$ cat config.mk
export PLATFORM = sky130hd
export DESIGN_NAME = content_protection_control
export DESIGN_NICKNAME = d
export VERILOG_FILES = /design/src/hdl/protection_pkg.sv /design/src/hdl/content_protection_control.sv
export SDC_FILE = /design/constraint.sdc
export NUM_CORES = 1
export LEC_CHECK = 0
export BUFFER_PORTS_ARGS = -buffer_cell sky130_fd_sc_hd__buf_4
export CAP_MARGIN = 20
export CORE_UTILIZATION = 36
export CTS_CLUSTER_DIAMETER = 200
export DETAILED_ROUTE_END_ITERATION = 10
export PLACE_DENSITY = 0.72
export SLEW_MARGIN = 25
export SYNTH_ARGS = -nofsm -noshare
export SYNTH_HDL_FRONTEND = slang
export SYNTH_SLANG_ARGS = --single-unit
$ cat constraint.sdc
create_clock -name clock -period 0.8 [get_ports clock]
set_input_delay 0.2 -clock clock [delete_from_list [all_inputs] [get_ports clock]]
set_output_delay 0.2 -clock clock [all_outputs]
set_load 0.02 [all_outputs]
$ cat src/hdl/protection_pkg.sv
// What this block does
// - reset bit restarts engine, drops authentication
// - list-accepted bit completes authentication, self-clears
// - key-accepted bit lets authentication continue
// - key ready clears key-accepted; zero ignored
// - encryption-off sends plain video, keeps authentication
// - request plus authenticated sends encrypted video
// - request without authentication sends blue screen
// - request clear sends plain video
// - always-encrypt policy forces request bit one
// - disable bit turns authentication off, self-clears
// - bit zero enables or restarts; reads status
// - always-encrypt policy code is two'b10
// - non-repeater waits for key-accepted before continuing
package protection_pkg;
	// register map
	localparam logic [7:0] CTL_ADDR = 8'hC3; // protection_control offset
	localparam logic [7:0] CTL_RESET = 8'h00; // reset value
	localparam logic [7:0] RD_UNMAPPED = 8'h00; // answer for other addresses
	// field positions in protection_control
	localparam int BIT_RESET = 7; // protection_reset
	localparam int BIT_LIST = 5; // downstream_list_accepted
	localparam int BIT_KEY = 4; // receiver_key_accepted
	localparam int BIT_ENC_OFF = 3; // encryption_off_pulse
	localparam int BIT_ENC_REQ = 2; // encryption_request
	localparam int BIT_DISABLE = 1; // authentication_disable
	localparam int BIT_ENABLE = 0; // authentication_enable_restart
	// encryption policy field codes
	localparam logic [1:0] POLICY_ALWAYS = 2'h2; // always encrypt

	// register access request from the serial control bus
	typedef struct packed {
		logic wr; // write strobe, one cycle
		logic rd; // read strobe, one cycle
		logic [7:0] addr; // register offset
		logic [7:0] wdata; // write data
	} ctl_req_s;

	// what the video path sends
	typedef enum logic [1:0] {
		VIDEO_PLAIN,
		VIDEO_ENCRYPTED,
		VIDEO_BLUE
	} video_mode_e;

	// one-cycle commands toward the protection engine
	typedef struct packed {
		logic engine_reset; // reset the transmitter engine
		logic auth_restart; // start or restart authentication
		logic list_accepted; // downstream key list checked
	} engine_cmd_s;
endpackage

$ cat src/hdl/content_protection_control.sv
`timescale 1ns/1ps
`default_nettype none
module content_protection_control
	import protection_pkg::*;
(
	input wire logic clock, // 40 MHz internal clock
	input wire logic rstn, // asynchronous reset, active low
	input wire ctl_req_s req, // register access request
	output logic [7:0] rdata, // read data, valid with rdata_valid
	output logic rdata_valid, // one cycle after a read strobe
	input wire logic [1:0] policy, // encryption policy field
	input wire logic repeater_mode, // transmitter acts as repeater
	input wire logic authenticated, // authentication succeeded
	input wire logic receiver_key_ready, // receiver key has been read
	output engine_cmd_s cmd, // one-cycle engine commands
	output logic auth_enabled, // authentication enabled
	output logic auth_continue, // engine may go past key check
	output video_mode_e video_mode // video path selection
);
	// reset release through two flops
	// assertion is immediate, release waits for the clock so no flop leaves reset late
	logic rst_meta;
	logic rst_sync;
	always_ff @(posedge clock or negedge rstn)
	begin
		if (!rstn)
		begin
			rst_meta <= 1'b0;
			rst_sync <= 1'b0;
		end
		else
		begin
			rst_meta <= 1'b1;
			rst_sync <= rst_meta;
		end
	end

	// decoded write of protection_control
	logic ctl_wr;
	logic [7:0] wd;
	assign ctl_wr = req.wr && (req.addr == CTL_ADDR);
	assign wd = req.wdata;

	// held state and its next values
	logic key_accepted; // receiver_key_accepted
	logic enc_request; // stored encryption_request
	logic enc_suppressed; // encryption forced off
	logic ready_seen; // previous receiver_key_ready
	logic enc_active; // effective request after policy
	logic next_auth_enabled;
	logic next_key_accepted;
	logic next_enc_request;
	logic next_enc_suppressed;
	logic [7:0] next_rdata;
	logic next_rdata_valid;
	engine_cmd_s next_cmd;
	video_mode_e next_video_mode;

	// policy can pin the request high regardless of software
	assign enc_active = enc_request || (policy == POLICY_ALWAYS);
	// a non-repeater stalls until software accepts the key
	assign auth_continue = repeater_mode || key_accepted;

	// next-state for control bits
	always_comb
	begin
		next_auth_enabled = auth_enabled;
		next_key_accepted = key_accepted;
		next_enc_request = enc_request;
		next_enc_suppressed = enc_suppressed;
		next_cmd = '0;
		// key ready edge clears acceptance; a same-cycle set wins
		if (receiver_key_ready && !ready_seen)
			next_key_accepted = 1'b0;
		if (ctl_wr)
		begin
			// the list bit becomes a single pulse, nothing stored
			next_cmd.list_accepted = wd[BIT_LIST];
			// set placed after the clear, so a same-cycle write wins
			if (wd[BIT_KEY])
				next_key_accepted = 1'b1;
			// request bit writes ignored under always-encrypt
			if (policy != POLICY_ALWAYS)
				next_enc_request = wd[BIT_ENC_REQ];
			if (wd[BIT_ENC_REQ] || wd[BIT_ENABLE])
				next_enc_suppressed = 1'b0;
			if (wd[BIT_ENC_OFF])
				next_enc_suppressed = 1'b1;
			if (wd[BIT_ENABLE])
			begin
				next_auth_enabled = 1'b1;
				next_cmd.auth_restart = 1'b1;
			end
			// disable and reset beat enable in the same write
			if (wd[BIT_DISABLE])
			begin
				next_auth_enabled = 1'b0;
				next_cmd.auth_restart = 1'b0;
			end
			if (wd[BIT_RESET])
			begin
				next_auth_enabled = 1'b0;
				next_cmd.auth_restart = 1'b0;
				next_cmd.engine_reset = 1'b1;
			end
		end
	end

	// video selection from effective request and auth state
	always_comb
	begin
		if (!enc_active || enc_suppressed)
			next_video_mode = VIDEO_PLAIN;
		else if (authenticated)
			next_video_mode = VIDEO_ENCRYPTED;
		else
			next_video_mode = VIDEO_BLUE;
	end

	// read path; self-clearing bits always read zero
	always_comb
	begin
		// every read answers, so a stray offset cannot stall the master
		next_rdata_valid = req.rd;
		// reserved bit six falls out of the zero default
		next_rdata = RD_UNMAPPED;
		if (req.rd && req.addr == CTL_ADDR)
		begin
			next_rdata[BIT_KEY] = key_accepted;
			next_rdata[BIT_ENC_REQ] = enc_active;
			next_rdata[BIT_ENABLE] = auth_enabled;
		end
	end

	// registers only
	always_ff @(posedge clock or negedge rst_sync)
	begin
		if (!rst_sync)
		begin
			auth_enabled <= CTL_RESET[BIT_ENABLE];
			key_accepted <= CTL_RESET[BIT_KEY];
			enc_request <= CTL_RESET[BIT_ENC_REQ];
			enc_suppressed <= 1'b0;
			ready_seen <= 1'b0;
			cmd <= '0;
			video_mode <= VIDEO_PLAIN;
			rdata <= RD_UNMAPPED;
			rdata_valid <= 1'b0;
		end
		else
		begin
			auth_enabled <= next_auth_enabled;
			key_accepted <= next_key_accepted;
			enc_request <= next_enc_request;
			enc_suppressed <= next_enc_suppressed;
			// edge memory only; a level held high clears acceptance once
			ready_seen <= receiver_key_ready;
			cmd <= next_cmd;
			video_mode <= next_video_mode;
			rdata <= next_rdata;
			rdata_valid <= next_rdata_valid;
		end
	end
endmodule
`default_nettype wire

==> flow_summary_export.csv, run 1 <==
group,metric,value,unit
outcome,outcome,"complete, but fails checks",
outcome,failed_checks,"design-rule violations, negative setup slack",
clock_tree,clk_pin_slew,0.09,ns
clock_tree,cts_sinks,16,
placement,postPlaceCellArea,953,um2
worst_setup_path,critPathArrivalTime,1.05,ns
cells_and_area,stdcell_count,121,
min_path,min_to,"ready_seen",
flow_run,max_cap_viol_count,0,
cells_and_area,fillers,114,
logic_synthesis,synth_area_per_cell,12.9,um2
logic_synthesis,syn_area,643,um2
sta,finalCritPeriodShare,1.56,
logic_synthesis,syn_inst,50,
global_routing,grt_start_max_net_pins,15,
sta,timing_hold_violations_final,0,
sta,max_freq,801,MHz
clock_tree,cts-buffers-inserted,3,
worst_setup_path,reg2reg_to,"key_accepted",
power_and_ir_drop,vdd_drop_max,0.000943,V
worst_setup_path,critical_path_class,"flop to output port",
placement,io_buffers,34,
clock_tree,clk_path_buf_depth,2,
logic_synthesis,ys_warn_count,0,
routing,drtIter0Drc,5,
sta,setup_violations,17,
clock_tree,clk_latency,0.29,ns
sta,rsz0062_at_grt,"true",
logic_synthesis,ys_seq_area_frac,0.623,
routing,wirelength,1470,um
floorplanning,io_pins,41,
cells_and_area,antenna_cells,0,
floorplanning,die_h,44.3,um
placement,dp_hpwl,1060,um
worst_setup_path,required,0.60,ns
global_routing,grt_use_total,0.170,
sta,setup_slack,-0.448,ns
power_and_ir_drop,p_leak,0.576,nW
routing,routedWlPerCell,12.2,um
routing,drcViolationCount,3,
clock_tree,cts_root_buffer,"clkbuf_4",
sta,skew,0.00259,ns
sta,post-route-min-period,1.25,ns
worst_setup_path,cp_max_fo,2,
clock_tree,htreeDepth,1,
clock_tree,cts_tree,"done",
floorplanning,initial_utilization,0.403,
logic_synthesis,ys_ff_latch,16,
routing,vias,546,
worst_setup_path,r2r_cells,4,
worst_setup_path,crit_path_start_kind,"flop",
logic_synthesis,post_synth_num_cell_types,21,
routing,postRouteAntennaNets,0,
worst_setup_path,reg2reg_from,"key_accepted",
placement,gp_congestion,0.732,
floorplanning,die_w,44.3,um
floorplanning,core,1590,um2
cells_and_area,final_layout_size_suffix_gt1_frac,0.608,
worst_setup_path,crit_path_start,"key_accepted",
worst_setup_path,reg2reg_slack,-0.22,ns
worst_setup_path,end_kind,"output port",
global_routing,grt-ovfl-total,0,
cells_and_area,fin_area,1140,um2
global_routing,antenna_found_initial,0,
global_routing,grt_pass1_vias,546,
routing,first_pass_iters,9,
routing,avgViaCountPerCell,4.51,
min_path,min_from,"receiver_key_ready",
floorplanning,num_rows,14,
min_path,whs_path_depth,1,
global_routing,grt_first_pass_wirelength,2300,um
sta,slew_violations,0,
min_path,hp-class,"input pin to flop",
floorplanning,fp.dieArea,1960,um2
cells_and_area,syn_to_final_growth,77.2,%
power_and_ir_drop,power.density,1430,nW/um2
power_and_ir_drop,total_power,1.63,mW
placement,placed_cells,113,
cells_and_area,fin_nets,123,
-- per-layer routing --
layer  wire length [um]  global-route usage  share of wire  up-vias
li1                   -                   -              -      257
met1                576               0.180           0.39      262
met2                794               0.297           0.54       24
met3                 79              0.0408          0.054        3
met4                 22               0.109          0.015        0
met5                  0                   0              0        -
-- final cells by class --
type,instances,area (um2),area share
multi-input combinational,31,262,0.229
sequential,16,400,0.351
clock buffer,4,36.3,0.0318
tap,24,30.0,0.0263
inverter,2,7.51,0.00659
timing repair buffer,44,404,0.355
-- power by group --
part           switching (mW)  total (mW)  internal [mW]  leakage [nW]
registers              0.0117       0.841          0.829         0.213
logic                   0.112       0.259          0.147         0.342
clock network           0.256       0.533          0.277        0.0210
-- repair_timing --
item,CTS,global route
hold endpoints to repair,2,0
hold buffers,1,0
buffers inserted,2,1
pin swaps,5,5
endpoints found under the setup margin,20,18
gates resized for setup,21,7
-- cell families (layout without fill, tap and decap cells) --
family          Yosys count  count (layout)  share of synthesized area
other cells               2               6                     0.0117
mux                       1               1                     0.0233
flops                    16              16                      0.623
compound gates            7               7                     0.0934
buf+inv                   7              50                     0.0700
simple gates             17              17                      0.179
-- critical path, cell delays in order, from the launching register on --
cell and delay, ns:
dfrtp_1 0.40, or2_4 0.24, buf_6 0.13
-- cell usage in the layout (no fill, tap or decap) --
cell type and count:
nor2_1 2, dlygate4sd3_1 1, nand3_1 1, inv_1 2
mux2_4 1, clkbuf_4 3, clkbuf_8 1, a21oi_1 1
dfrtp_1 16, o2111ai_4 1, a21oi_2 1, nand2b_1 1
conb_1 6, buf_6 19, a41oi_2 1, o2111ai_2 1
and2_4 1, nor3b_1 1, a22o_1 2, buf_4 24
or2_4 1, nor3_1 1, and4bb_4 2, and3_1 2
or2_2 1, and2_1 2, and3_4 2
-- through the flow --
step | setup WS [ns] | hold WS, ns | TNS, ns | utilization
after global routing | -0.503 | 0.00328 | -3.62 | 0.715
after global placement | -0.389 | -0.0172 | -3.38 | 0.598
after floorplan | -0.286 | -0.0956 | -1.66 | -
after detailed placement | -0.408 | -0.0159 | -3.46 | 0.598
after CTS | -0.440 | 0.0192 | -2.90 | 0.687
final | -0.448 | 0.0267 | -3.08 | 0.715
-- cells in the mapped netlist, drive strengths merged --
cell / count / area (um2)
and2: 3 / 20.0
buf: 5 / 37.5
nor2: 2 / 7.51
a21oi: 2 / 10.0
nand2b: 1 / 6.26
and4bb: 2 / 25.0
and3: 4 / 26.3
a41oi: 1 / 8.76
a22o: 2 / 17.5
or2: 2 / 12.5
dfrtp: 16 / 400
mux2: 1 / 15.0
nand3: 1 / 5.00
o2111ai: 2 / 23.8
inv: 2 / 7.51
nor3b: 1 / 7.51
nor3: 1 / 5.00
conb: 2 / 7.51
-- sequential cells by signal, summed over array words and instances, names as in the netlist --
signal and cells:
key_accepted 1, cmd 3, rst_sync 1, enc_suppressed 1, auth_enabled 1, rst_meta 1, rdata_valid 1, enc_request 1
video_mode 2, ready_seen 1, rdata 3
-- worst max-delay path by stage --
stage / to / slack, ns / cells past startpoint
floorplan: enc_request / -0.29 / 3
global placement: enc_request / -0.39 / 4
detailed placement: enc_request / -0.41 / 4
CTS: auth_continue / -0.44 / 2
global route: auth_continue / -0.50 / 2
finish: auth_continue / -0.45 / 2
Power figures use the tool's default switching activity.
==> inputs of run 2 (changes only) <==
ABC_AREA = 1   (was unset)
CORE_ASPECT_RATIO = 0.7   (was unset)
CORE_UTILIZATION = 37   (was 36)
PLACE_DENSITY = 0.73   (was 0.72)
==> run 2 against run 1 <==
Against the previous run:
- the run ends with negative setup slack left
- combinational power rose by 4%
- register-to-register slack improved by 0.19 ns
- worst hold slack improved by 0.0072 ns
- die area rose by 4.2%
- critical path type unchanged
- largest cell class is now sequential cells
==> flow_summary_export.csv, run 2 <==
group,metric,value,unit
global_routing,grt_use_total,0.180,
cells_and_area,antenna_cells,0,
clock_tree,cts-buffers-inserted,3,
logic_synthesis,syn_inst,77,
worst_setup_path,required,0.60,ns
min_path,hp-class,"input pin to flop",
worst_setup_path,slowest_stage,"dfrtp_1",
power_and_ir_drop,p_leak,0.629,nW
sta,post-route-min-period,1.25,ns
min_path,whs_path_depth,1,
floorplanning,io_pins,41,
logic_synthesis,synth_adder_area_share,0,
logic_synthesis,synth_edf_count,0,
worst_setup_path,reg2reg_slack,-0.03,ns
placement,io_buffers,34,
logic_synthesis,muxShareOfSynthArea,0,
worst_setup_path,cp_max_fo,2,
routing,vias,595,
routing,wirelength,1480,um
worst_setup_path,r2r_cells,3,
sta,timing_hold_violations_final,0,
outcome,failed_checks,"negative setup slack",
routing,postRouteAntennaNets,0,
sta,finalCritPeriodShare,1.56,
clock_tree,cts_sinks,16,
clock_tree,clk_pin_slew,0.09,ns
logic_synthesis,synth_top_family_by_area,"simple AND/OR/NAND/NOR gates",
global_routing,grt_pass1_vias,568,
power_and_ir_drop,vdd_drop_max,0.00100,V
logic_synthesis,syn_area,689,um2
floorplanning,die_w,53.6,um
placement,gp_congestion,0.698,
logic_synthesis,synth_area_leader_cell,"dfrtp_1",
worst_setup_path,reg2reg_to,"video_mode[0]",
min_path,min_to,"rdata_valid",
routing,avgViaCountPerCell,4.19,
logic_synthesis,synth_area_per_cell,8.95,um2
clock_tree,cts_root_buffer,"clkbuf_4",
placement,dp_hpwl,1150,um
clock_tree,htreeDepth,1,
logic_synthesis,yosys.area_share.xor_xnor,0,
worst_setup_path,critPathArrivalTime,1.05,ns
outcome,outcome,"complete, but fails checks",
clock_tree,clk_latency,0.29,ns
worst_setup_path,crit_path_start_kind,"flop",
worst_setup_path,reg2reg_from,"enc_request",
sta,setup_slack,-0.451,ns
floorplanning,fp.dieArea,2040,um2
logic_synthesis,synthTopCellsByCount,"dfrtp_1, nand2_1, nor2_1, inv_1, nand3_1",
logic_synthesis,post_synth_num_cell_types,14,
sta,setup_violations,15,
cells_and_area,reg_top3,"cmd x3, rdata x3, video_mode x2",
logic_synthesis,synth.area.top_cells,"dfrtp_1, nand2_1, nor2_1",
logic_synthesis,ys.flop_type,"dfrtp_1",
routing,first_pass_iters,4,
power_and_ir_drop,power.density,1430,nW/um2
min_path,min_from,"req[16]",
global_routing,antenna_found_initial,0,
global_routing,grt_start_max_net_pins,15,
sta,slew_violations,0,
cells_and_area,syn_to_final_growth,65.3,%
power_and_ir_drop,total_power,1.64,mW
routing,routedWlPerCell,10.4,um
sta,fin_tns_setup,-2.55,ns
floorplanning,core,1670,um2
sta,max_freq,799,MHz
worst_setup_path,worstPathCellList,"or2_4, buf_6",
global_routing,grt-ovfl-total,0,
cells_and_area,layout_common_cells,"buf_4, dfrtp_1, buf_6, nand2_1",
logic_synthesis,ys_ff_latch,16,
cells_and_area,fillers,129,
worst_setup_path,end_kind,"output port",
clock_tree,clk_path_buf_depth,2,
logic_synthesis,synth_compound_area_frac,0.0145,
routing,drtIter0Drc,4,
worst_setup_path,slowest_delay,0.40,ns
sta,rsz0062_at_grt,"true",
routing,drcViolationCount,0,
floorplanning,initial_utilization,0.414,
logic_synthesis,async_flop_share,1.00,
logic_synthesis,yosys.area.top_type_share,0.581,
logic_synthesis,synth_simple_gate_area_share,0.274,
flow_run,max_cap_viol_count,0,
cells_and_area,layout_commonest_cell,"buf_4",
global_routing,grt_first_pass_wirelength,2390,um
cells_and_area,final_layout_size_suffix_gt1_frac,0.504,
floorplanning,die_h,38.1,um
sta,skew,0.000912,ns
clock_tree,cts_tree,"done",
floorplanning,num_rows,12,
worst_setup_path,critical_path_class,"flop to output port",
cells_and_area,fin_nets,147,
logic_synthesis,ys_seq_area_frac,0.581,
logic_synthesis,ys_warn_count,0,
logic_synthesis,synth.most_common_cell,"dfrtp_1",
run 2: cell count changes after synthesis, moves of 3 or more:
cell	previous run	this run
nand3_1	1	6
and3_1	3	0
nor2_1	2	13
nand2_1	0	14
inv_1	2	11
run 2: worst max path at each step:
stage | start | to | slack, ns | cells past startpoint
6_report | key_accepted | auth_continue | -0.45 | 2
5_1_grt | key_accepted | auth_continue | -0.49 | 2
4_1_cts | key_accepted | auth_continue | -0.47 | 2
3_5_place_dp | req[11] | enc_suppressed | -0.25 | 7
3_3_place_gp | req[11] | enc_request | -0.18 | 7
2_1_floorplan | req[11] | enc_request | -0.02 | 6
run 2: cells by family (layout without fill, tap and decap cells):
logic type             Yosys count  in the layout
and+or+nand+nor                 40             40
AOI/OAI and AO/OA                2              2
DFF                             16             16
other                            2              6
buffers and inverters           17             57
run 2: final cells by class:
class	count	area, um2	area share
well taps	21	26.3	0.0231
clock buffers	4	36.3	0.0318
multi-input cells	48	267	0.234
repair buffers	42	369	0.324
flip-flops and latches	16	400	0.351
inverters	11	41.3	0.0362
run 2: timing repair:
item / in CTS / in global routing
setup buffers: 1 / 2
pin swaps: 0 / 3
hold buffers: 1 / 1
endpoints found under the hold margin: 2 / 1
gates resized for setup: 13 / 9
endpoints found under the setup margin: 13 / 14
run 2: where the power goes:
| group | leakage, nW | internal (mW) | switching (mW) |
|---|---|---|---|
| clock network | 0.0210 | 0.278 | 0.250 |
| registers | 0.213 | 0.828 | 0.00912 |
| logic | 0.395 | 0.139 | 0.131 |
run 2: layer usage:
layer	share of wire	track usage	wire (um)
met2	0.52	0.319	769
met1	0.40	0.188	597
met3	0.064	0.0833	95
met5	0	0	0
met4	0.0095	0.0592	14
run 2: worst max-delay path, delay by kind of cell, from the launching register on:
| family | cells | cell delay, ns |
|---|---|---|
| flops | 1 | 0.40 |
| simple gates | 1 | 0.23 |
| buf+inv | 1 | 0.13 |
run 2: through the flow:
stage	hold WS, ns	worst slack [ns]	instances	utilization	cell area, um2
3_5_place_dp	-0.0159	-0.252	133	0.594	990
6_report	0.0340	-0.451	142	0.684	1140
3_3_place_gp	-0.0170	-0.180	133	0.594	990
5_1_grt	0.0130	-0.494	142	0.684	1140
2_1_floorplan	-0.0956	-0.0191	81	-	727
4_1_cts	0.00492	-0.471	139	0.655	1090
